<file path="src/design/tmc_defines.svh">
// register offsets, field positions and reset values of the timer block
`ifndef TMC_DEFINES_SVH
`define TMC_DEFINES_SVH
// printed offsets 01h, 0Bh, 81h are not all multiples of four: kept as indices
`define TMC_IDX_COUNT    8'h01
`define TMC_IDX_INTCTL   8'h0b
`define TMC_IDX_OPTION   8'h81
`define TMC_IDX_CONTROL  8'h90
`define TMC_IDX_EVSTAT   8'h91
`define TMC_IDX_EVCLR    8'h92
`define TMC_IDX_EVEN     8'h93
`define TMC_OPT_RESET    8'hff
`define TMC_INTCTL_RESET 8'h00
`define TMC_OPT_SRC      5
`define TMC_OPT_EDGE     4
`define TMC_OPT_ASSIGN   3
`define TMC_INT_OVF_EN   5
`define TMC_INT_OVF_FLAG 2
`define TMC_INHIBIT_CYC  2'h2
`endif

</file>
<file path="src/design/tmc_pkg.sv">
// types of the timer block
package tmc_pkg;
  typedef logic [7:0] tmc_byte_t;
  typedef enum logic [2:0] {
    TMC_IDLE  = 3'b001,
    TMC_SETUP = 3'b010,
    TMC_ACC   = 3'b100
  } tmc_apb_e;
endpackage

</file>
<file path="src/design/tmc_timer.sv">
// eight-bit timer/counter with shared divider and apb registers
//
// The APB register port is this design's own decision.
`include "tmc_defines.svh"
module tmc_timer (
  input  wire logic          ref_clk,
  input  wire logic          reset_n,
  input  wire logic          psel,
  input  wire logic          penable,
  input  wire logic          pwrite,
  input  wire logic [31:0]   paddr,
  input  wire logic [31:0]   pwdata,
  input  wire logic [3:0]    pstrb,
  output logic               pready,
  output logic [31:0]        prdata,
  output logic               pslverr,
  input  wire logic          external_count_pin,
  input  wire logic          sleep_mode,
  input  wire logic          watchdog_clear_instruction,
  output logic               watchdog_tick,
  output logic               overflow_irq,
  output logic               event_irq
);
  import tmc_pkg::*;

  tmc_byte_t   timer_count_value_q;
  tmc_byte_t   option_settings_q;
  logic        overflow_flag_q;
  logic        overflow_irq_enable_q;
  logic [5:0]  intctl_other_q;
  logic [7:0]  divider_q;
  logic [1:0]  inhibit_q;
  logic        pin_s1_q, pin_s2_q, pin_d1_q, pin_d2_q, pin_d3_q;
  logic        ev_stat_q, ev_en_q, sleep_stop_q;
  logic        source_select_bit, edge_select_bit, divider_assign_bit;
  logic [2:0]  divider_ratio_field;
  logic        wr_acc, rd_acc, hit, wr_count, base_tick, div_tick, cnt_tick, wrap;
  logic [7:0]  idx;
  logic [31:0] rdata_d;

  assign source_select_bit   = option_settings_q[`TMC_OPT_SRC];
  assign edge_select_bit     = option_settings_q[`TMC_OPT_EDGE];
  assign divider_assign_bit  = option_settings_q[`TMC_OPT_ASSIGN];
  assign divider_ratio_field = option_settings_q[2:0];

  // apb decode, zero wait states
  assign idx     = paddr[9:2];
  assign hit     = (paddr[1:0] == 2'h0) && (paddr[31:10] == 22'h0) &&
                   (idx == `TMC_IDX_COUNT || idx == `TMC_IDX_INTCTL ||
                    idx == `TMC_IDX_OPTION || idx == `TMC_IDX_CONTROL ||
                    idx == `TMC_IDX_EVSTAT || idx == `TMC_IDX_EVCLR ||
                    idx == `TMC_IDX_EVEN);
  assign pready  = 1'b1;
  assign pslverr = psel && penable && !hit;
  assign wr_acc  = psel && penable && pwrite && hit && pstrb[0];
  assign rd_acc  = psel && penable && !pwrite && hit;
  assign wr_count = wr_acc && idx == `TMC_IDX_COUNT;

  // pin sync, first stage read only by second
  always_ff @(posedge ref_clk) begin
    if (!reset_n) begin
      pin_s1_q <= 1'b0;
      pin_s2_q <= 1'b0;
    end else begin
      pin_s1_q <= external_count_pin;
      pin_s2_q <= pin_s1_q;
    end
  end

  always_ff @(posedge ref_clk) begin
    if (!reset_n) begin
      pin_d1_q <= 1'b0;
      pin_d2_q <= 1'b0;
      pin_d3_q <= 1'b0;
    end else begin
      pin_d1_q <= pin_s2_q;
      pin_d2_q <= pin_d1_q;
      pin_d3_q <= pin_d2_q;
    end
  end

  always_ff @(posedge ref_clk) begin
    if (!reset_n) sleep_stop_q <= 1'b0;
    else sleep_stop_q <= sleep_mode;
  end

  always_comb begin
    if (source_select_bit)
      base_tick = edge_select_bit ? (pin_d3_q && !pin_d2_q) : (!pin_d3_q && pin_d2_q);
    else
      base_tick = 1'b1;
    if (sleep_stop_q)
      base_tick = 1'b0;
  end

  always_comb begin
    if (divider_assign_bit) begin
      div_tick = (divider_ratio_field == 3'h0) ? 1'b1 :
                 (divider_q[divider_ratio_field - 3'h1 +: 1] == 1'b1) &&
                 ((divider_q & ((8'h01 << (divider_ratio_field - 3'h1)) - 8'h01)) ==
                  ((8'h01 << (divider_ratio_field - 3'h1)) - 8'h01));
      cnt_tick = base_tick;
    end else begin
      div_tick = ((divider_q | ~((8'h02 << divider_ratio_field) - 8'h01)) == 8'hff);
      cnt_tick = base_tick && div_tick;
    end
  end

  // divider has no bus access; clears
  always_ff @(posedge ref_clk) begin
    if (!reset_n) begin
      divider_q <= 8'h00;
    end else if ((!divider_assign_bit && wr_count) ||
                 (divider_assign_bit && watchdog_clear_instruction)) begin
      divider_q <= 8'h00;
    end else if (!divider_assign_bit && base_tick) begin
      divider_q <= divider_q + 8'h01;
    end else if (divider_assign_bit && !sleep_stop_q) begin
      divider_q <= divider_q + 8'h01;
    end
  end

  always_ff @(posedge ref_clk) begin
    if (!reset_n) watchdog_tick <= 1'b0;
    else watchdog_tick <= divider_assign_bit && !sleep_stop_q &&
                          !watchdog_clear_instruction && div_tick;
  end

  always_ff @(posedge ref_clk) begin
    if (!reset_n) inhibit_q <= 2'h0;
    else if (wr_count) inhibit_q <= `TMC_INHIBIT_CYC;
    else if (inhibit_q != 2'h0) inhibit_q <= inhibit_q - 2'h1;
  end

  assign wrap = cnt_tick && inhibit_q == 2'h0 && !wr_count &&
                timer_count_value_q == 8'hff;

  always_ff @(posedge ref_clk) begin
    if (!reset_n) timer_count_value_q <= 8'h00;
    else if (wr_count) timer_count_value_q <= pwdata[7:0];
    else if (cnt_tick && inhibit_q == 2'h0)
      timer_count_value_q <= timer_count_value_q + 8'h01;
  end

  always_ff @(posedge ref_clk) begin
    if (!reset_n) option_settings_q <= `TMC_OPT_RESET;
    else if (wr_acc && idx == `TMC_IDX_OPTION) option_settings_q <= pwdata[7:0];
  end

  always_ff @(posedge ref_clk) begin
    if (!reset_n) begin
      overflow_flag_q       <= 1'b0;
      overflow_irq_enable_q <= 1'b0;
      intctl_other_q        <= 6'h00;
    end else begin
      if (wrap) overflow_flag_q <= 1'b1;
      else if (wr_acc && idx == `TMC_IDX_INTCTL)
        overflow_flag_q <= pwdata[`TMC_INT_OVF_FLAG];
      if (wr_acc && idx == `TMC_IDX_INTCTL) begin
        overflow_irq_enable_q <= pwdata[`TMC_INT_OVF_EN];
        intctl_other_q <= {pwdata[7:6], pwdata[4:3], pwdata[1:0]};
      end
    end
  end

  // event status, clear and enable registers
  always_ff @(posedge ref_clk) begin
    if (!reset_n) begin
      ev_stat_q <= 1'b0;
      ev_en_q   <= 1'b0;
    end else begin
      if (wrap) ev_stat_q <= 1'b1;
      else if (wr_acc && idx == `TMC_IDX_EVCLR && pwdata[0]) ev_stat_q <= 1'b0;
      if (wr_acc && idx == `TMC_IDX_EVEN) ev_en_q <= pwdata[0];
    end
  end

  assign overflow_irq = overflow_flag_q && overflow_irq_enable_q;
  assign event_irq    = ev_stat_q && ev_en_q;

  always_comb begin
    rdata_d = 32'h0;
    case (idx)
      `TMC_IDX_COUNT:   rdata_d[7:0] = timer_count_value_q;
      `TMC_IDX_INTCTL:  rdata_d[7:0] = {intctl_other_q[5:4], overflow_irq_enable_q,
                                        intctl_other_q[3:2], overflow_flag_q,
                                        intctl_other_q[1:0]};
      `TMC_IDX_OPTION:  rdata_d[7:0] = option_settings_q;
      `TMC_IDX_CONTROL: rdata_d[1:0] = {sleep_stop_q, inhibit_q != 2'h0};
      `TMC_IDX_EVSTAT:  rdata_d[0]   = ev_stat_q;
      `TMC_IDX_EVEN:    rdata_d[0]   = ev_en_q;
      default:          rdata_d      = 32'h0;
    endcase
  end

  assign prdata = rd_acc ? rdata_d : 32'h0;

  chk_wrap_sets_flag: assert property (@(posedge ref_clk) disable iff (!reset_n)
    wrap |=> overflow_flag_q) else $error("wrap did not set flag");
  chk_write_inhibit: assert property (@(posedge ref_clk) disable iff (!reset_n)
    wr_count |=> ##1 (timer_count_value_q == $past(timer_count_value_q))
    ) else $error("count moved during inhibit");
  chk_irq_masked: assert property (@(posedge ref_clk) disable iff (!reset_n)
    !overflow_irq_enable_q |-> !overflow_irq) else $error("irq not masked");
  chk_flag_sticky: assert property (@(posedge ref_clk) disable iff (!reset_n)
    overflow_flag_q && !(wr_acc && idx == `TMC_IDX_INTCTL) |=> overflow_flag_q
    ) else $error("flag dropped");
  chk_sleep_stop: assert property (@(posedge ref_clk) disable iff (!reset_n)
    sleep_stop_q && !wr_count |=> $stable(timer_count_value_q)
    ) else $error("counted in sleep");
  chk_div_clear: assert property (@(posedge ref_clk) disable iff (!reset_n)
    wr_count && !divider_assign_bit |=> divider_q == 8'h00) else $error("div kept");
  chk_wdt_clear: assert property (@(posedge ref_clk) disable iff (!reset_n)
    watchdog_clear_instruction && divider_assign_bit |=> divider_q == 8'h00
    ) else $error("div not cleared by watchdog clear");
  chk_timer_mode: assert property (@(posedge ref_clk) disable iff (!reset_n)
    !source_select_bit && divider_assign_bit && !sleep_stop_q && inhibit_q == 2'h0 &&
    !wr_count |=> timer_count_value_q == $past(timer_count_value_q) + 8'h01
    ) else $error("timer mode missed a count");
  // divider gates count only when assigned to the timer
  chk_div_gate: assert property (@(posedge ref_clk) disable iff (!reset_n)
    !divider_assign_bit && !div_tick |-> !cnt_tick) else $error("ungated count");

  chk_ext_edge_count: assert property (
    @(posedge ref_clk) disable iff (!reset_n) source_select_bit && divider_assign_bit &&
    inhibit_q == 2'h0 && !wr_count && base_tick |=>
    timer_count_value_q == $past(timer_count_value_q) + 8'h01) else $error("edge lost");

  chk_ext_no_edge: assert property (
    @(posedge ref_clk) disable iff (!reset_n)
    source_select_bit && !base_tick && !wr_count |=> $stable(timer_count_value_q)
  ) else $error("count without edge");

  chk_rise_detect: assert property (
    @(posedge ref_clk) disable iff (!reset_n)
    !sleep_stop_q && source_select_bit && !edge_select_bit && pin_d2_q && !pin_d3_q |-> base_tick
  ) else $error("rising edge missed");

  chk_fall_detect: assert property (
    @(posedge ref_clk) disable iff (!reset_n)
    !sleep_stop_q && source_select_bit && edge_select_bit && !pin_d2_q && pin_d3_q |-> base_tick
  ) else $error("falling edge missed");

  chk_sync_chain: assert property (
    @(posedge ref_clk) disable iff (!reset_n)
    1'b1 |-> pin_d3_q == $past(pin_s2_q, 3)
  ) else $error("chain delay wrong");

  chk_sync_stage: assert property (
    @(posedge ref_clk) disable iff (!reset_n)
    1'b1 |-> pin_s2_q == $past(pin_s1_q)
  ) else $error("sync stage wrong");

  // watchdog idle while timer owns divider
  chk_wdt_no_tick: assert property (
    @(posedge ref_clk) disable iff (!reset_n)
    !divider_assign_bit |=> !watchdog_tick
  ) else $error("watchdog ticked without divider");

  chk_div_sleep: assert property (
    @(posedge ref_clk) disable iff (!reset_n)
    sleep_stop_q && !divider_assign_bit && !wr_count |=> $stable(divider_q)
  ) else $error("divider ran in sleep");

  chk_irq_level: assert property (
    @(posedge ref_clk) disable iff (!reset_n)
    overflow_flag_q && overflow_irq_enable_q |-> overflow_irq
  ) else $error("enabled irq missing");

  chk_assign_kept: assert property (
    @(posedge ref_clk) disable iff (!reset_n)
    wr_count |=> $stable(divider_assign_bit)
  ) else $error("assignment changed");

  chk_ratio_tap: assert property (
    @(posedge ref_clk) disable iff (!reset_n)
    !divider_assign_bit && divider_ratio_field == 3'h0 |-> div_tick == divider_q[0]
  ) else $error("1:2 tap wrong");

  chk_wdt_ratio_one: assert property (
    @(posedge ref_clk) disable iff (!reset_n) divider_assign_bit &&
    divider_ratio_field == 3'h0 && !sleep_stop_q && !watchdog_clear_instruction |=> watchdog_tick
  ) else $error("1:1 watchdog tick missing");

  chk_event_sticky: assert property (
    @(posedge ref_clk) disable iff (!reset_n)
    ev_stat_q && !(wr_acc && idx == `TMC_IDX_EVCLR) |=> ev_stat_q
  ) else $error("event status dropped");

  chk_no_wrap_sleep: assert property (
    @(posedge ref_clk) disable iff (!reset_n)
    sleep_stop_q |-> !wrap
  ) else $error("wrap in sleep");

  chk_event_irq: assert property (
    @(posedge ref_clk) disable iff (!reset_n)
    ev_stat_q && ev_en_q |-> event_irq
  ) else $error("event irq missing");

  chk_count_write: assert property (
    @(posedge ref_clk) disable iff (!reset_n)
    wr_count |=> timer_count_value_q == $past(pwdata[7:0])
  ) else $error("count write lost");
endmodule

</file>
<file path="config.mk">
export PLATFORM = sky130hd
export DESIGN_NAME = tmc_timer
export DESIGN_NICKNAME = d
export VERILOG_FILES = /design/src/design/tmc_pkg.sv /design/src/design/tmc_timer.sv
export VERILOG_INCLUDE_DIRS = /design/src /design/src/design
export SDC_FILE = /design/constraint.sdc
export NUM_CORES = 1
export LEC_CHECK = 0
export ABC_AREA = 1
export BUFFER_PORTS_ARGS = -buffer_cell sky130_fd_sc_hd__buf_4
export CORE_AREA = 2 2 87 89
export CTS_BUF_LIST = sky130_fd_sc_hd__clkbuf_4
export CTS_CLUSTER_SIZE = 28
export DETAILED_ROUTE_END_ITERATION = 10
export DIE_AREA = 0 0 89 91
export GPL_ROUTABILITY_DRIVEN = 0
export PLACE_DENSITY = 0.87
export SYNTH_ARGS = -nofsm -noshare
export SYNTH_HDL_FRONTEND = slang
export SYNTH_SLANG_ARGS = --single-unit
</file>
<file path="constraint.sdc">
create_clock -name ref_clk -period 2.2 [get_ports ref_clk]
set_input_delay 0.11 -clock ref_clk [delete_from_list [all_inputs] [get_ports ref_clk]]
set_output_delay 0.11 -clock ref_clk [all_outputs]
set_load 0.05 [all_outputs]
</file>
==> impl_results.rst, run 1 <==
.. list-table::
   :header-rows: 1

   * - Metric
     - Value
   * - DP Wirelength
     - roughly 6500 um
   * - Later-pin clock latency in the skew report
     - about 0.38 ns
   * - Stage delay of the slowest cell on the critical path
     - 0.40 ns
   * - Worst slack on hold paths
     - -0.004941 ns
   * - Min-Delay Endpoint
     - option_settings_q[7]
   * - N_diodes
     - 0
   * - Final-report setup violation count
     - 0
   * - Post-Synthesis Cell Area
     - approximately 3300 um2
   * - Setup repair after global routing missed its margin
     - true
   * - Tightest slew margin relative to the limit
     - 58.86%
   * - Worst hold-check path type
     - in -> reg
   * - Cell-internal power
     - approximately 1.1 mW
   * - Initial cell density of the core
     - a little under half
   * - Detailed route wirelength on metal2
     - approximately 4700 um
   * - Layout Skew
     - between 0.01 and 0.015 ns
   * - Share of synthesized registers carrying an async set or reset
     - 0%
   * - Clock network fraction of design power
     - 33.1%
   * - DR WL met3
     - around 800 um
   * - Clk slew on worst S/H paths
     - around 0.14 ns
   * - Number of synthesized flops with an enable pin
     - 0
   * - Fin. Hold Viols
     - 1
   * - Sequential power share
     - 50.6%
   * - CP arrival
     - about 2.5 ns
   * - Post-route clock period utilization
     - between 90% and 100%
   * - Number of warnings printed during yosys synthesis
     - 0
   * - Worst Hold Launch
     - pwdata[7]
   * - Pin slew with the least headroom to its limit
     - just over 0.6 ns
   * - Cell at the root of the clock tree
     - sky130_fd_sc_hd__clkbuf_4
   * - Placed cell count
     - about 670
   * - Largest net degree at the start of global routing
     - 19
   * - CP Data Required Time
     - 2.51 ns
   * - Top-level port count
     - between 100 and 150
   * - Ratio of cells with drive above 1 in the final layout
     - about 26%
   * - Drt first-iter violations
     - 250
   * - Final std cells w/o fill
     - between 600 and 700
   * - Sequential cell area in the final layout
     - approximately 870 um2
   * - Total Power Consumption
     - about 1.6 mW
   * - Area of the die
     - around 8100 um2
   * - Part of the total power dissipated in combinational logic
     - 16.3%
   * - Synthesized instance count
     - slightly above 500
   * - Top layer used by detailed routing
     - met4
   * - Area post-placement
     - approximately 3800 um2
   * - Cell-by-cell trace of the critical path
     - inv_6 -> ha_4 -> nand2_4 -> ha_4 -> o21ai_2 -> nor2_1 -> nand2_1 -> inv_1 -> nand2_1 -> nor2_2 -> nand3_2 -> nand2_4 -> nand2_8 -> nand2_8 -> nand2_1 -> a21oi_2
   * - Start-to-end type of the worst setup path
     - reg -> reg
   * - Yosys top cell area share
     - about a quarter
   * - Horizontal die dimension
     - approximately 90 um
   * - Gr ovfl total
     - 0
   * - Total CTS buffers
     - 5
   * - Maximum ir drop on the vdd rail
     - approximately 0.33 mV
   * - F_max
     - roughly 0.46 GHz
   * - Worst path bufs/invs
     - 2
   * - Static leakage
     - ~1.9 nW
   * - Post-layout net count
     - between 600 and 700
   * - Critical path launch point type
     - register
   * - Routed wire per std cell
     - 13.54 um
   * - Drt drc
     - 0
   * - Slowest library cell on the worst path
     - sky130_fd_sc_hd__dfxtp_4
   * - Reported max-cap violation count
     - 0
   * - Distinct cell type count of the synthesized netlist
     - 44
   * - H-tree depth reported by CTS
     - 2
   * - Final wirelength
     - about 9400 um
   * - Flip-flop and latch count after synthesis
     - 43
   * - Type of destination of the critical path
     - register
   * - Max-slew violation total from the final report
     - 0
   * - Number of antenna violations at the first check in global routing
     - 0
   * - Filler cell count in the final layout
     - between 600 and 700
   * - Power per cell area
     - 374.9 nW/um2
   * - Register-to-register setup slack
     - 0.02 ns
   * - Min cycle time layout
     - between 2 and 2.5 ns
   * - Number of detailed-route iterations in the first pass
     - 5
   * - Worst hold path depth
     - 3
   * - Number of port buffers
     - 60
   * - Final std cell area, no fill
     - just over 4000 um2
   * - End of the worst register-to-register path
     - timer_count_value_q[6]
   * - Cell type with the largest total area after synthesis
     - sky130_fd_sc_hd__dfxtp_1
   * - Avg Cell Area, Syn
     - roughly 6.4 um2
   * - Worst setup startpoint
     - option_settings_q[0]
   * - Part of the Yosys area used for sequential elements
     - about a quarter
   * - Number of sinks driven by the clock tree
     - between 40 and 50
   * - Height of the die
     - approximately 91 um
   * - Std-Cell Core Area
     - just over 7000 um2
   * - Highest fanout seen on the critical path
     - 8
   * - Main flop type after synthesis
     - sky130_fd_sc_hd__dfxtp_1
   * - Run status
     - complete, but fails checks
   * - Violated checks
     - negative hold slack
   * - Via density per instance
     - between 5 and 6
   * - Detailed-route via count
     - ~3.7k
   * - Psw
     - roughly 0.45 mW
   * - Wire length the detailed router placed on met1
     - 3546 um
   * - Area Growth Syn to Fin
     - 26.62%
   * - Num rows
     - 31
   * - Final ANT Viol Nets
     - 0
   * - First-pass GRT wire length
     - about 14000 um
   * - Number of cell instances on the worst register-to-register path
     - 16
   * - Multi-input combinational cell area
     - roughly 2200 um2
   * - Most frequent cell on the critical path
     - sky130_fd_sc_hd__nand2_1
   * - Global routing usage summed across all routing layers
     - between 20% and 30%
   * - Clock tree from TritonCTS
     - done
   * - Number of buffers between clock root and the deepest sink
     - 2
   * - Net switching fraction of the power
     - slightly below 30%
   * - Kind of cell adding the most delay to the critical path
     - simple AND/OR/NAND/NOR gates
   * - Dominant cells by area after synthesis
     - sky130_fd_sc_hd__dfxtp_1, sky130_fd_sc_hd__nand2_1, sky130_fd_sc_hd__nand3_1
   * - Vias in the first global route
     - approximately 3.3k
   * - Worst R2R Start
     - option_settings_q[0]
==> kinds of logic after synthesis <==
group | Yosys count | share of synthesized area, %
other cells | 2 | 0.2293
xor+xnor | 7 | 1.872
flops | 43 | 26.28
buf+inv | 95 | 14.74
simple gates | 277 | 39.73
compound gates | 78 | 13.71
fa+ha+maj | 9 | 3.438
==> metrics by stage <==
| step | utilization [%] | setup TNS (ns) | setup WS (ns) |
|---|---|---|---|
| 6_report | 58.12 | 0 | 0.01605 |
| 5_1_grt | 58.12 | -0.6842 | -0.09939 |
| 4_1_cts | 55.89 | 0 | 0.006213 |
| 3_5_place_dp | 53.09 | -0.4301 | -0.06594 |
| 3_3_place_gp | 53.09 | 0 | 0.02674 |
| 2_1_floorplan | - | 0 | 0.05871 |
==> cell type report <==
cell class                 instances  share of cell area (%)
inverter                          58                   5.551
tap                               99                   2.986
clock inverter                     3                  0.9351
multi-input combinational        397                   52.58
sequential                        43                   20.87
clock buffer                       5                  0.9050
timing repair buffer              87                   16.17
==> cell usage in the layout (no fill, tap or decap), types with 3 or more instances in the layout <==
cell	n
sky130_fd_sc_hd__a21oi_1	31
sky130_fd_sc_hd__a21oi_2	6
sky130_fd_sc_hd__a31oi_1	6
sky130_fd_sc_hd__buf_4	80
sky130_fd_sc_hd__clkbuf_4	5
sky130_fd_sc_hd__clkinv_1	3
sky130_fd_sc_hd__conb_1	25
sky130_fd_sc_hd__dfxtp_1	41
sky130_fd_sc_hd__dlygate4sd3_1	7
sky130_fd_sc_hd__ha_1	4
sky130_fd_sc_hd__ha_4	4
sky130_fd_sc_hd__inv_1	47
sky130_fd_sc_hd__inv_2	5
sky130_fd_sc_hd__inv_4	3
sky130_fd_sc_hd__nand2_1	118
sky130_fd_sc_hd__nand2_2	10
sky130_fd_sc_hd__nand2_4	6
sky130_fd_sc_hd__nand3_1	56
sky130_fd_sc_hd__nand3_2	8
sky130_fd_sc_hd__nand4_1	12
sky130_fd_sc_hd__nor2_1	45
sky130_fd_sc_hd__nor2_2	3
sky130_fd_sc_hd__nor2_4	3
sky130_fd_sc_hd__nor3_1	4
sky130_fd_sc_hd__o21ai_0	16
sky130_fd_sc_hd__o21ai_2	3
sky130_fd_sc_hd__o21bai_1	8
sky130_fd_sc_hd__xor2_1	5
==> layer usage <==
| metal | GRT usage (%) | vias to the layer above |
|---|---|---|
| met3 | 3.909 | 45 |
| met2 | 37.38 | 232 |
| li1 | - | 1778 |
| met1 | 26.26 | 1664 |
| met4 | 9.080 | 0 |
| met5 | 0 | - |
==> synth_stat cells, types with 6 or more instances <==
cell / number
sky130_fd_sc_hd__dfxtp_1: 43
sky130_fd_sc_hd__nand4_1: 12
sky130_fd_sc_hd__o21ai_0: 18
sky130_fd_sc_hd__nand2_2: 7
sky130_fd_sc_hd__inv_1: 51
sky130_fd_sc_hd__ha_1: 9
sky130_fd_sc_hd__o21bai_1: 8
sky130_fd_sc_hd__a31oi_1: 6
sky130_fd_sc_hd__nand2_1: 125
sky130_fd_sc_hd__nor2_1: 47
sky130_fd_sc_hd__a21oi_1: 35
sky130_fd_sc_hd__nand3_1: 61
sky130_fd_sc_hd__buf_4: 25
==> power by group through the flow <==
stage	Sequential, mW	Combinational, mW	Clock, mW
global route	0.788	0.270	0.549
global placement	0.805	0.234	0
floorplan	0.804	0.184	0
detailed placement	0.805	0.238	0
finish	0.787	0.253	0.515
CTS	0.787	0.248	0.517
==> what timing repair did <==
action / 4_1_cts / 5_1_grt
pin swaps: 3 / 18
setup endpoints to repair: 11 / 11
hold endpoints to repair: 6 / 1
buffers inserted: 1 / 4
hold buffers: 6 / 1
cloned: 1 / 0
gates resized for setup: 16 / 31
==> registers in the layout, indices dropped and copies added, names as in the netlist, 2 cells and up <==
name and cells:
divider_q 8, option_settings_q 8, timer_count_value_q 8, intctl_other_q 6, inhibit_q 2
==> tightest hold or removal path: cells and delay by family <==
family	cells	cell delay [ns]
AND/OR/NAND/NOR	2	0.13
buffers and inverters	1	0.10
==> worst max-delay path by stage <==
stage                                   to  slack (ns)  cells after the start
CTS                 timer_count_value_q[0]       0.006                     16
floorplan           timer_count_value_q[6]        0.06                     16
global placement    timer_count_value_q[7]        0.03                     16
finish              timer_count_value_q[6]        0.02                     16
detailed placement  timer_count_value_q[2]       -0.07                     16
global route                 watchdog_tick        -0.1                     12
No activity file was read; power rests on OpenSTA's default activity.
==> inputs of run 2 (changes only) <==
- RECOVER_POWER: unset -> 100
==> run 2 against run 1 <==
Against the previous run: the run still ends with negative hold slack left; clock-buffer cell count unchanged; clock power hardly changed; utilization down 0.32 points; global-route usage unchanged; critical endpoint unchanged; largest power group unchanged.
==> impl_results.rst, run 2 (synthesis results as in run 1) <==
.. list-table::
   :header-rows: 1

   * - Metric
     - Value
   * - Number of sinks driven by the clock tree
     - 43 (unchanged)
   * - Total Power Consumption
     - 1.554 mW (about the same)
   * - Setup repair after global routing missed its margin
     - true
   * - Global routing usage summed across all routing layers
     - 21.80% (unchanged)
   * - Worst Hold Launch
     - pwdata[7]
   * - Final std cell area, no fill
     - 4125 um2 (-0.54%)
   * - End of the worst register-to-register path
     - timer_count_value_q[6]
   * - N_diodes
     - 0 (unchanged)
   * - Std-Cell Core Area
     - 7137 um2 (unchanged)
   * - DP Wirelength
     - 6485 um (unchanged)
   * - Area Growth Syn to Fin
     - 25.94%
   * - Post-layout net count
     - 677 (unchanged)
   * - Clk slew on worst S/H paths
     - 0.14 ns (about the same)
   * - Detailed-route via count
     - 3720 (+0.027%)
   * - Run status
     - complete, but fails checks
   * - Maximum ir drop on the vdd rail
     - 0.3358 mV (+0.42%)
   * - Worst hold path depth
     - 3 (unchanged)
   * - Final ANT Viol Nets
     - 0 (unchanged)
   * - Number of detailed-route iterations in the first pass
     - 5 (unchanged)
   * - CP Data Required Time
     - 2.51 ns (about the same)
   * - Num rows
     - 31 (unchanged)
   * - Number of cell instances on the worst register-to-register path
     - 16 (unchanged)
   * - Drt first-iter violations
     - 270 (+8.0%)
   * - CP arrival
     - 2.50 ns (about the same)
   * - Highest fanout seen on the critical path
     - 8 (unchanged)
   * - Post-route setup TNS
     - 0 ns (unchanged)
   * - Worst path setup slack after routing
     - 0.01041 ns (-0.005638 ns)
   * - Critical path launch point type
     - register
   * - Max-slew violation total from the final report
     - 0 (unchanged)
   * - Post-placement setup slack
     - -0.06594 ns (unchanged)
   * - Post-route clock period utilization
     - 99.53% (+0.26 points)
   * - Drt drc
     - 0 (unchanged)
   * - Horizontal die dimension
     - 89 um (unchanged)
   * - Min cycle time layout
     - 2.190 ns (+0.005638 ns)
   * - First-pass GRT wire length
     - 14370 um (unchanged)
   * - Reported max-cap violation count
     - 0 (unchanged)
   * - Number of buffers between clock root and the deepest sink
     - 2 (unchanged)
   * - Worst hold-check path type
     - in -> reg
   * - Most frequent cells in the layout
     - sky130_fd_sc_hd__nand2_1, sky130_fd_sc_hd__buf_4, sky130_fd_sc_hd__nand3_1
   * - Number of port buffers
     - 60 (unchanged)
   * - Gr ovfl total
     - 0 (unchanged)
   * - Worst R2R Start
     - option_settings_q[0]
   * - Min-Delay Endpoint
     - option_settings_q[7]
   * - Area of the die
     - 8099 um2 (unchanged)
   * - Cell at the root of the clock tree
     - sky130_fd_sc_hd__clkbuf_4
   * - Layout Skew
     - 0.01577 ns (+0.002946 ns)
   * - Register-to-register setup slack
     - 0.01 ns (about the same)
   * - Largest net degree at the start of global routing
     - 19 (unchanged)
   * - Top-level port count
     - 113 (unchanged)
   * - Worst slack on hold paths
     - -0.005365 ns (-0.0004236 ns)
   * - Clock tree from TritonCTS
     - done
   * - Start-to-end type of the worst setup path
     - reg -> reg
   * - Number of antenna violations at the first check in global routing
     - 0 (unchanged)
   * - H-tree depth reported by CTS
     - 2 (unchanged)
   * - Later-pin clock latency in the skew report
     - 0.38 ns (about the same)
   * - Area post-placement
     - 3789 um2 (unchanged)
   * - Final wirelength
     - 9330 um (-0.43%)
   * - Vias in the first global route
     - 3319 (unchanged)
   * - Height of the die
     - 91 um (unchanged)
   * - Static leakage
     - 1.885 nW (-1.7%)
   * - Fin. Hold Viols
     - 1 (unchanged)
   * - Final-report setup violation count
     - 0 (unchanged)
   * - Routed wire per std cell
     - 13.48 um (-0.43%)
   * - Most common cell after layout, fill and taps aside
     - sky130_fd_sc_hd__nand2_1
   * - Power per cell area
     - 376.8 nW/um2 (+0.49%)
   * - Regs by FF count
     - divider_q: 8 flops, option_settings_q: 8 flops, timer_count_value_q: 8 flops
   * - Initial cell density of the core
     - 45.90% (unchanged)
   * - Tightest slew margin relative to the limit
     - 58.23% (-0.63 points)
   * - Total CTS buffers
     - 5 (unchanged)
   * - F_max
     - 0.4567 GHz (-0.26%)
   * - Via density per instance
     - 5.376 (about the same)
   * - Pin slew with the least headroom to its limit
     - 0.6242 ns (+0.009375 ns)
   * - Violated checks
     - negative hold slack
   * - Ratio of cells with drive above 1 in the final layout
     - 24.96% (-0.84 points)
   * - Type of destination of the critical path
     - register
## run 2: repair_timing
action,4_1_cts,5_1_grt
hold buffers,6,1
resized for setup,16,31
gates cloned,1,0
hold endpoints to repair,6,1
endpoints found under the setup margin,11,11
buffers inserted,1,4
pin swaps,3,18
## run 2: layer usage
metal | track usage (%) | part of all wire, % | vias up
li1 | - | - | 1788
met1 | 26.26 | 37 | 1657
met2 | 37.38 | 50 | 234
met3 | 3.909 | 9.9 | 41
met4 | 9.080 | 2.7 | 0
met5 | 0 | 0 | -
## run 2: report_power, final
part,switching [mW],total (mW),internal [mW]
clock network,0.281,0.515,0.234
logic,0.168,0.252,0.0840
registers,0.00417,0.787,0.783
## run 2: worst max path at each step
| stage | from | to | depth (start not counted) |
|---|---|---|---|
| finish | option_settings_q[0] | timer_count_value_q[6] | 16 |
| global route | option_settings_q[1] | watchdog_tick | 12 |
| CTS | option_settings_q[0] | timer_count_value_q[0] | 16 |
| detailed placement | option_settings_q[0] | timer_count_value_q[2] | 16 |
| global placement | option_settings_q[0] | timer_count_value_q[7] | 16 |
| floorplan | option_settings_q[0] | timer_count_value_q[6] | 16 |
## run 2: layout make-up
| type | count | area, um2 |
|---|---|---|
| Clock buffer | 5 | 37.54 |
| Clock inverter | 3 | 38.79 |
| Fill cell | 665 | 3012 |
| Inverter | 58 | 230.2 |
| Multi-Input combinational cell | 397 | 2173 |
| Sequential cell | 43 | 865.8 |
| Tap cell | 99 | 123.9 |
| Timing Repair Buffer | 87 | 655.6 |
## run 2: stage by stage
stage          util, %  instances
2_1_floorplan        -        534
3_3_place_gp     53.09        671
3_5_place_dp     53.09        671
4_1_cts          55.89        687
5_1_grt          57.80        692
6_report         57.80        692
## run 2: worst max-delay path, stage by stage (launching register included)
cell and delay (ns):
sky130_fd_sc_hd__dfxtp_4 0.40, sky130_fd_sc_hd__inv_6 0.08, sky130_fd_sc_hd__ha_4 0.14, sky130_fd_sc_hd__nand2_4 0.06
sky130_fd_sc_hd__ha_4 0.27, sky130_fd_sc_hd__o21ai_2 0.05, sky130_fd_sc_hd__nor2_1 0.16, sky130_fd_sc_hd__nand2_1 0.08
sky130_fd_sc_hd__inv_1 0.05, sky130_fd_sc_hd__nand2_1 0.05, sky130_fd_sc_hd__nor2_2 0.12, sky130_fd_sc_hd__nand3_2 0.12
sky130_fd_sc_hd__nand2_4 0.12, sky130_fd_sc_hd__nand2_8 0.09, sky130_fd_sc_hd__nand2_8 0.13, sky130_fd_sc_hd__nand2_1 0.09
sky130_fd_sc_hd__a21oi_2 0.11
==> inputs of run 3 (changes only) <==
- SETUP_SLACK_MARGIN: unset -> 0.15
==> run 3 against run 2 <==
Against the previous run: the run now ends clean; cell area fell by 2.0%; cell count down 0.43%; sequential share of layout area increased by 0.43 points; clock skew fell by 0.0022 ns; worst setup slack improved by 0.052 ns; total power shrank 7.1%; flip-flop and latch count unchanged; sequential power about the same; non-clock buffer count down 3; clock-buffer cell count grew 1.
==> impl_results.rst, run 3 (synthesis results as in run 1) <==
.. list-table::
   :header-rows: 1

   * - Metric
     - Value
   * - Worst path bufs/invs
     - 2 (unchanged)
   * - Number of buffers between clock root and the deepest sink
     - 2 (unchanged)
   * - Area Growth Syn to Fin
     - 23.41%
   * - Final wirelength
     - 9116 um (-2.3%)
   * - Worst path setup slack after routing
     - 0.06263 ns (+0.05222 ns)
   * - Later-pin clock latency in the skew report
     - 0.37 ns (about the same)
   * - Detailed-route via count
     - 3695 (-0.67%)
   * - Total CTS buffers
     - 5 (unchanged)
   * - Largest net degree at the start of global routing
     - 19 (unchanged)
   * - Area of the die
     - 8099 um2 (unchanged)
   * - Gr ovfl total
     - 0 (unchanged)
   * - Clock network fraction of design power
     - 28.5% (-4.6 points)
   * - Pin slew with the least headroom to its limit
     - 0.6165 ns (-0.007740 ns)
   * - Cell-by-cell trace of the critical path
     - inv_4 -> ha_4 -> nand2_4 -> ha_4 -> o21ai_2 -> nor2_1 -> nand2_1 -> inv_1 -> nand2_1 -> nor2_2 -> nand3_2 -> nand2_4 -> nand2_8 -> nand2_8 -> nand2_2 -> a21oi_2
   * - H-tree depth reported by CTS
     - 2 (unchanged)
   * - Via density per instance
     - 5.363 (-0.24%)
   * - CP arrival
     - 2.45 ns (-0.05 ns)
   * - Setup repair after global routing missed its margin
     - true
   * - Post-layout net count
     - 674 (-0.44%)
   * - Drt first-iter violations
     - 200 (-26%)
   * - End of the worst register-to-register path
     - timer_count_value_q[7]
   * - Num rows
     - 31 (unchanged)
   * - Most frequent cells in the layout
     - sky130_fd_sc_hd__nand2_1, sky130_fd_sc_hd__buf_4, sky130_fd_sc_hd__nand3_1
   * - Run status
     - finished, final reports clean
   * - Register-to-register setup slack
     - 0.06 ns (+0.05 ns)
   * - Worst setup startpoint
     - option_settings_q[0]
   * - DP Wirelength
     - 6519 um (+0.51%)
   * - Endpoint of the worst setup timing path
     - timer_count_value_q[7]
   * - Ratio of cells with drive above 1 in the final layout
     - 24.92% (-0.043 points)
   * - Routed wire per std cell
     - 13.23 um (-1.9%)
   * - Cell at the root of the clock tree
     - sky130_fd_sc_hd__clkbuf_4
   * - Std-Cell Core Area
     - 7137 um2 (unchanged)
   * - Number of detailed-route iterations in the first pass
     - 5 (unchanged)
   * - Final-report setup violation count
     - 0 (unchanged)
   * - Global routing usage summed across all routing layers
     - 22.47% (+0.68 points)
   * - Clock tree from TritonCTS
     - done
   * - Horizontal die dimension
     - 89 um (unchanged)
   * - Net switching fraction of the power
     - 30.89% (+1.7 points)
   * - Total Power Consumption
     - 1.444 mW (-7.1%)
   * - Cell-internal power
     - 0.9982 mW (-9.3%)
   * - Highest fanout seen on the critical path
     - 8 (unchanged)
   * - Fin. Hold Viols
     - 0 (-1)
   * - Worst hold path depth
     - 3 (unchanged)
   * - First-pass GRT wire length
     - 14920 um (+3.8%)
   * - Vias in the first global route
     - 3504 (+5.6%)
   * - Reported max-cap violation count
     - 0 (unchanged)
   * - Min cycle time layout
     - 2.137 ns (-0.05222 ns)
   * - Number of cell instances on the worst register-to-register path
     - 16 (unchanged)
   * - Sequential power share
     - 54.5% (+3.9 points)
   * - CP Data Required Time
     - 2.51 ns (about the same)
   * - Cell depth of the worst setup path
     - 16 (unchanged)
   * - Worst slack on hold paths
     - 0.01223 ns (+0.01760 ns)
   * - F_max
     - 0.4679 GHz (+2.4%)
   * - Top-level port count
     - 113 (unchanged)
   * - Regs by FF count
     - divider_q: 8 flops, option_settings_q: 8 flops, timer_count_value_q: 8 flops
   * - Max-slew violation total from the final report
     - 0 (unchanged)
   * - Area post-placement
     - 3794 um2 (+0.13%)
   * - Height of the die
     - 91 um (unchanged)
   * - Start-to-end type of the worst setup path
     - reg -> reg
   * - Stage delay of the slowest cell on the critical path
     - 0.39 ns (about the same)
   * - Final std cell area, no fill
     - 4043 um2 (-2.0%)
   * - Tightest slew margin relative to the limit
     - 58.80% (+0.57 points)
   * - Power per cell area
     - 357.3 nW/um2 (-5.2%)
   * - Number of sinks driven by the clock tree
     - 43 (unchanged)
   * - Post-route setup TNS
     - 0 ns (unchanged)
   * - Maximum ir drop on the vdd rail
     - 0.2787 mV (-17%)
   * - N_diodes
     - 0 (unchanged)
   * - Final ANT Viol Nets
     - 0 (unchanged)
   * - Worst hold-check path type
     - in -> reg
   * - Clk slew on worst S/H paths
     - 0.13 ns (about the same)
   * - Slowest library cell on the worst path
     - sky130_fd_sc_hd__dfxtp_4
   * - Layout Skew
     - 0.01356 ns (-0.002202 ns)
   * - Part of the total power dissipated in combinational logic
     - 17.0% (+0.8 points)
   * - Static leakage
     - 1.875 nW (-0.54%)
   * - Initial cell density of the core
     - 45.90% (unchanged)
   * - Critical path launch point type
     - register
   * - Psw
     - 0.4461 mW (-1.6%)
   * - Filler cell count in the final layout
     - 679 (+2.1%)
   * - Post-route clock period utilization
     - 97.15% (-2.4 points)
   * - Post-placement setup slack
     - 0.0009026 ns (+0.06685 ns)
   * - Type of destination of the critical path
     - register
   * - Number of antenna violations at the first check in global routing
     - 0 (unchanged)
   * - Kind of cell adding the most delay to the critical path
     - simple AND/OR/NAND/NOR gates
   * - Most common cell after layout, fill and taps aside
     - sky130_fd_sc_hd__nand2_1
   * - Worst R2R Start
     - option_settings_q[0]
   * - Number of port buffers
     - 60 (unchanged)
   * - Drt drc
     - 0 (unchanged)
run 3: cell types whose count changed in the layout (fill, tap and decap cells not counted), sizes merged:
cell and delta:
clkbuf +8, buf -7, dlygate4sd3 -3, clkinvlp +2
bufinv -1, clkinv -1, inv -1
run 3: area by class of cell:
| type | count | area [um2] | share of cell area, % |
|---|---|---|---|
| Tap cell | 99 | 123.9 | 3.064 |
| Multi-Input combinational cell | 397 | 2161 | 53.45 |
| Timing Repair Buffer | 84 | 608.1 | 15.04 |
| Inverter | 58 | 226.5 | 5.602 |
| Clock inverter | 2 | 12.51 | 0.3095 |
| Clock buffer | 6 | 45.04 | 1.114 |
| Sequential cell | 43 | 865.8 | 21.42 |
run 3: power by group through the flow:
stage | clock, mW | combinational, mW | sequential (mW)
2_1_floorplan | 0 | 0.184 | 0.804
3_3_place_gp | 0 | 0.234 | 0.805
3_5_place_dp | 0 | 0.238 | 0.805
4_1_cts | 0.414 | 0.246 | 0.787
5_1_grt | 0.443 | 0.264 | 0.788
6_report | 0.411 | 0.246 | 0.788
run 3: what timing repair did:
item,in CTS,in global routing
hold endpoints to repair,4,0
cloned,1,0
setup buffers,4,2
hold buffers,4,0
gates resized for setup,25,25
setup endpoints to repair,11,11
pin swaps,15,13
run 3: worst min path at each step:
stage / slack [ns] / endpoint / start
after global routing: 0.01 / option_settings_q[5] / pwdata[5]
after floorplan: 0.21 / pin_s1_q / external_count_pin
final: 0.01 / option_settings_q[5] / pwdata[5]
after CTS: 0.004 / option_settings_q[5] / pwdata[5]
after global placement: 0.30 / pin_s1_q / external_count_pin
after detailed placement: 0.30 / pin_s1_q / external_count_pin
run 3: metal layers:
metal / GRT usage (%) / share of wire (%)
met5: 0 / 0
met3: 4.273 / 8.2
met1: 26.75 / 39
met2: 39.43 / 51
met4: 7.960 / 2.3
run 3: through the flow:
stage	std cells	util [%]
final	689	56.64
after global routing	689	56.64
after CTS	687	56.22
after detailed placement	670	53.16
after global placement	670	53.16
after floorplan	534	-
run 3: worst reg2reg max path, stage by stage (launching register included):
cell	delay [ns]
sky130_fd_sc_hd__dfxtp_4	0.39
sky130_fd_sc_hd__inv_4	0.07
sky130_fd_sc_hd__ha_4	0.15
sky130_fd_sc_hd__nand2_4	0.06
sky130_fd_sc_hd__ha_4	0.27
sky130_fd_sc_hd__o21ai_2	0.05
sky130_fd_sc_hd__nor2_1	0.14
sky130_fd_sc_hd__nand2_1	0.06
sky130_fd_sc_hd__inv_1	0.05
sky130_fd_sc_hd__nand2_1	0.07
sky130_fd_sc_hd__nor2_2	0.12
sky130_fd_sc_hd__nand3_2	0.13
sky130_fd_sc_hd__nand2_4	0.13
sky130_fd_sc_hd__nand2_8	0.08
sky130_fd_sc_hd__nand2_8	0.14
sky130_fd_sc_hd__nand2_2	0.08
sky130_fd_sc_hd__a21oi_2	0.11
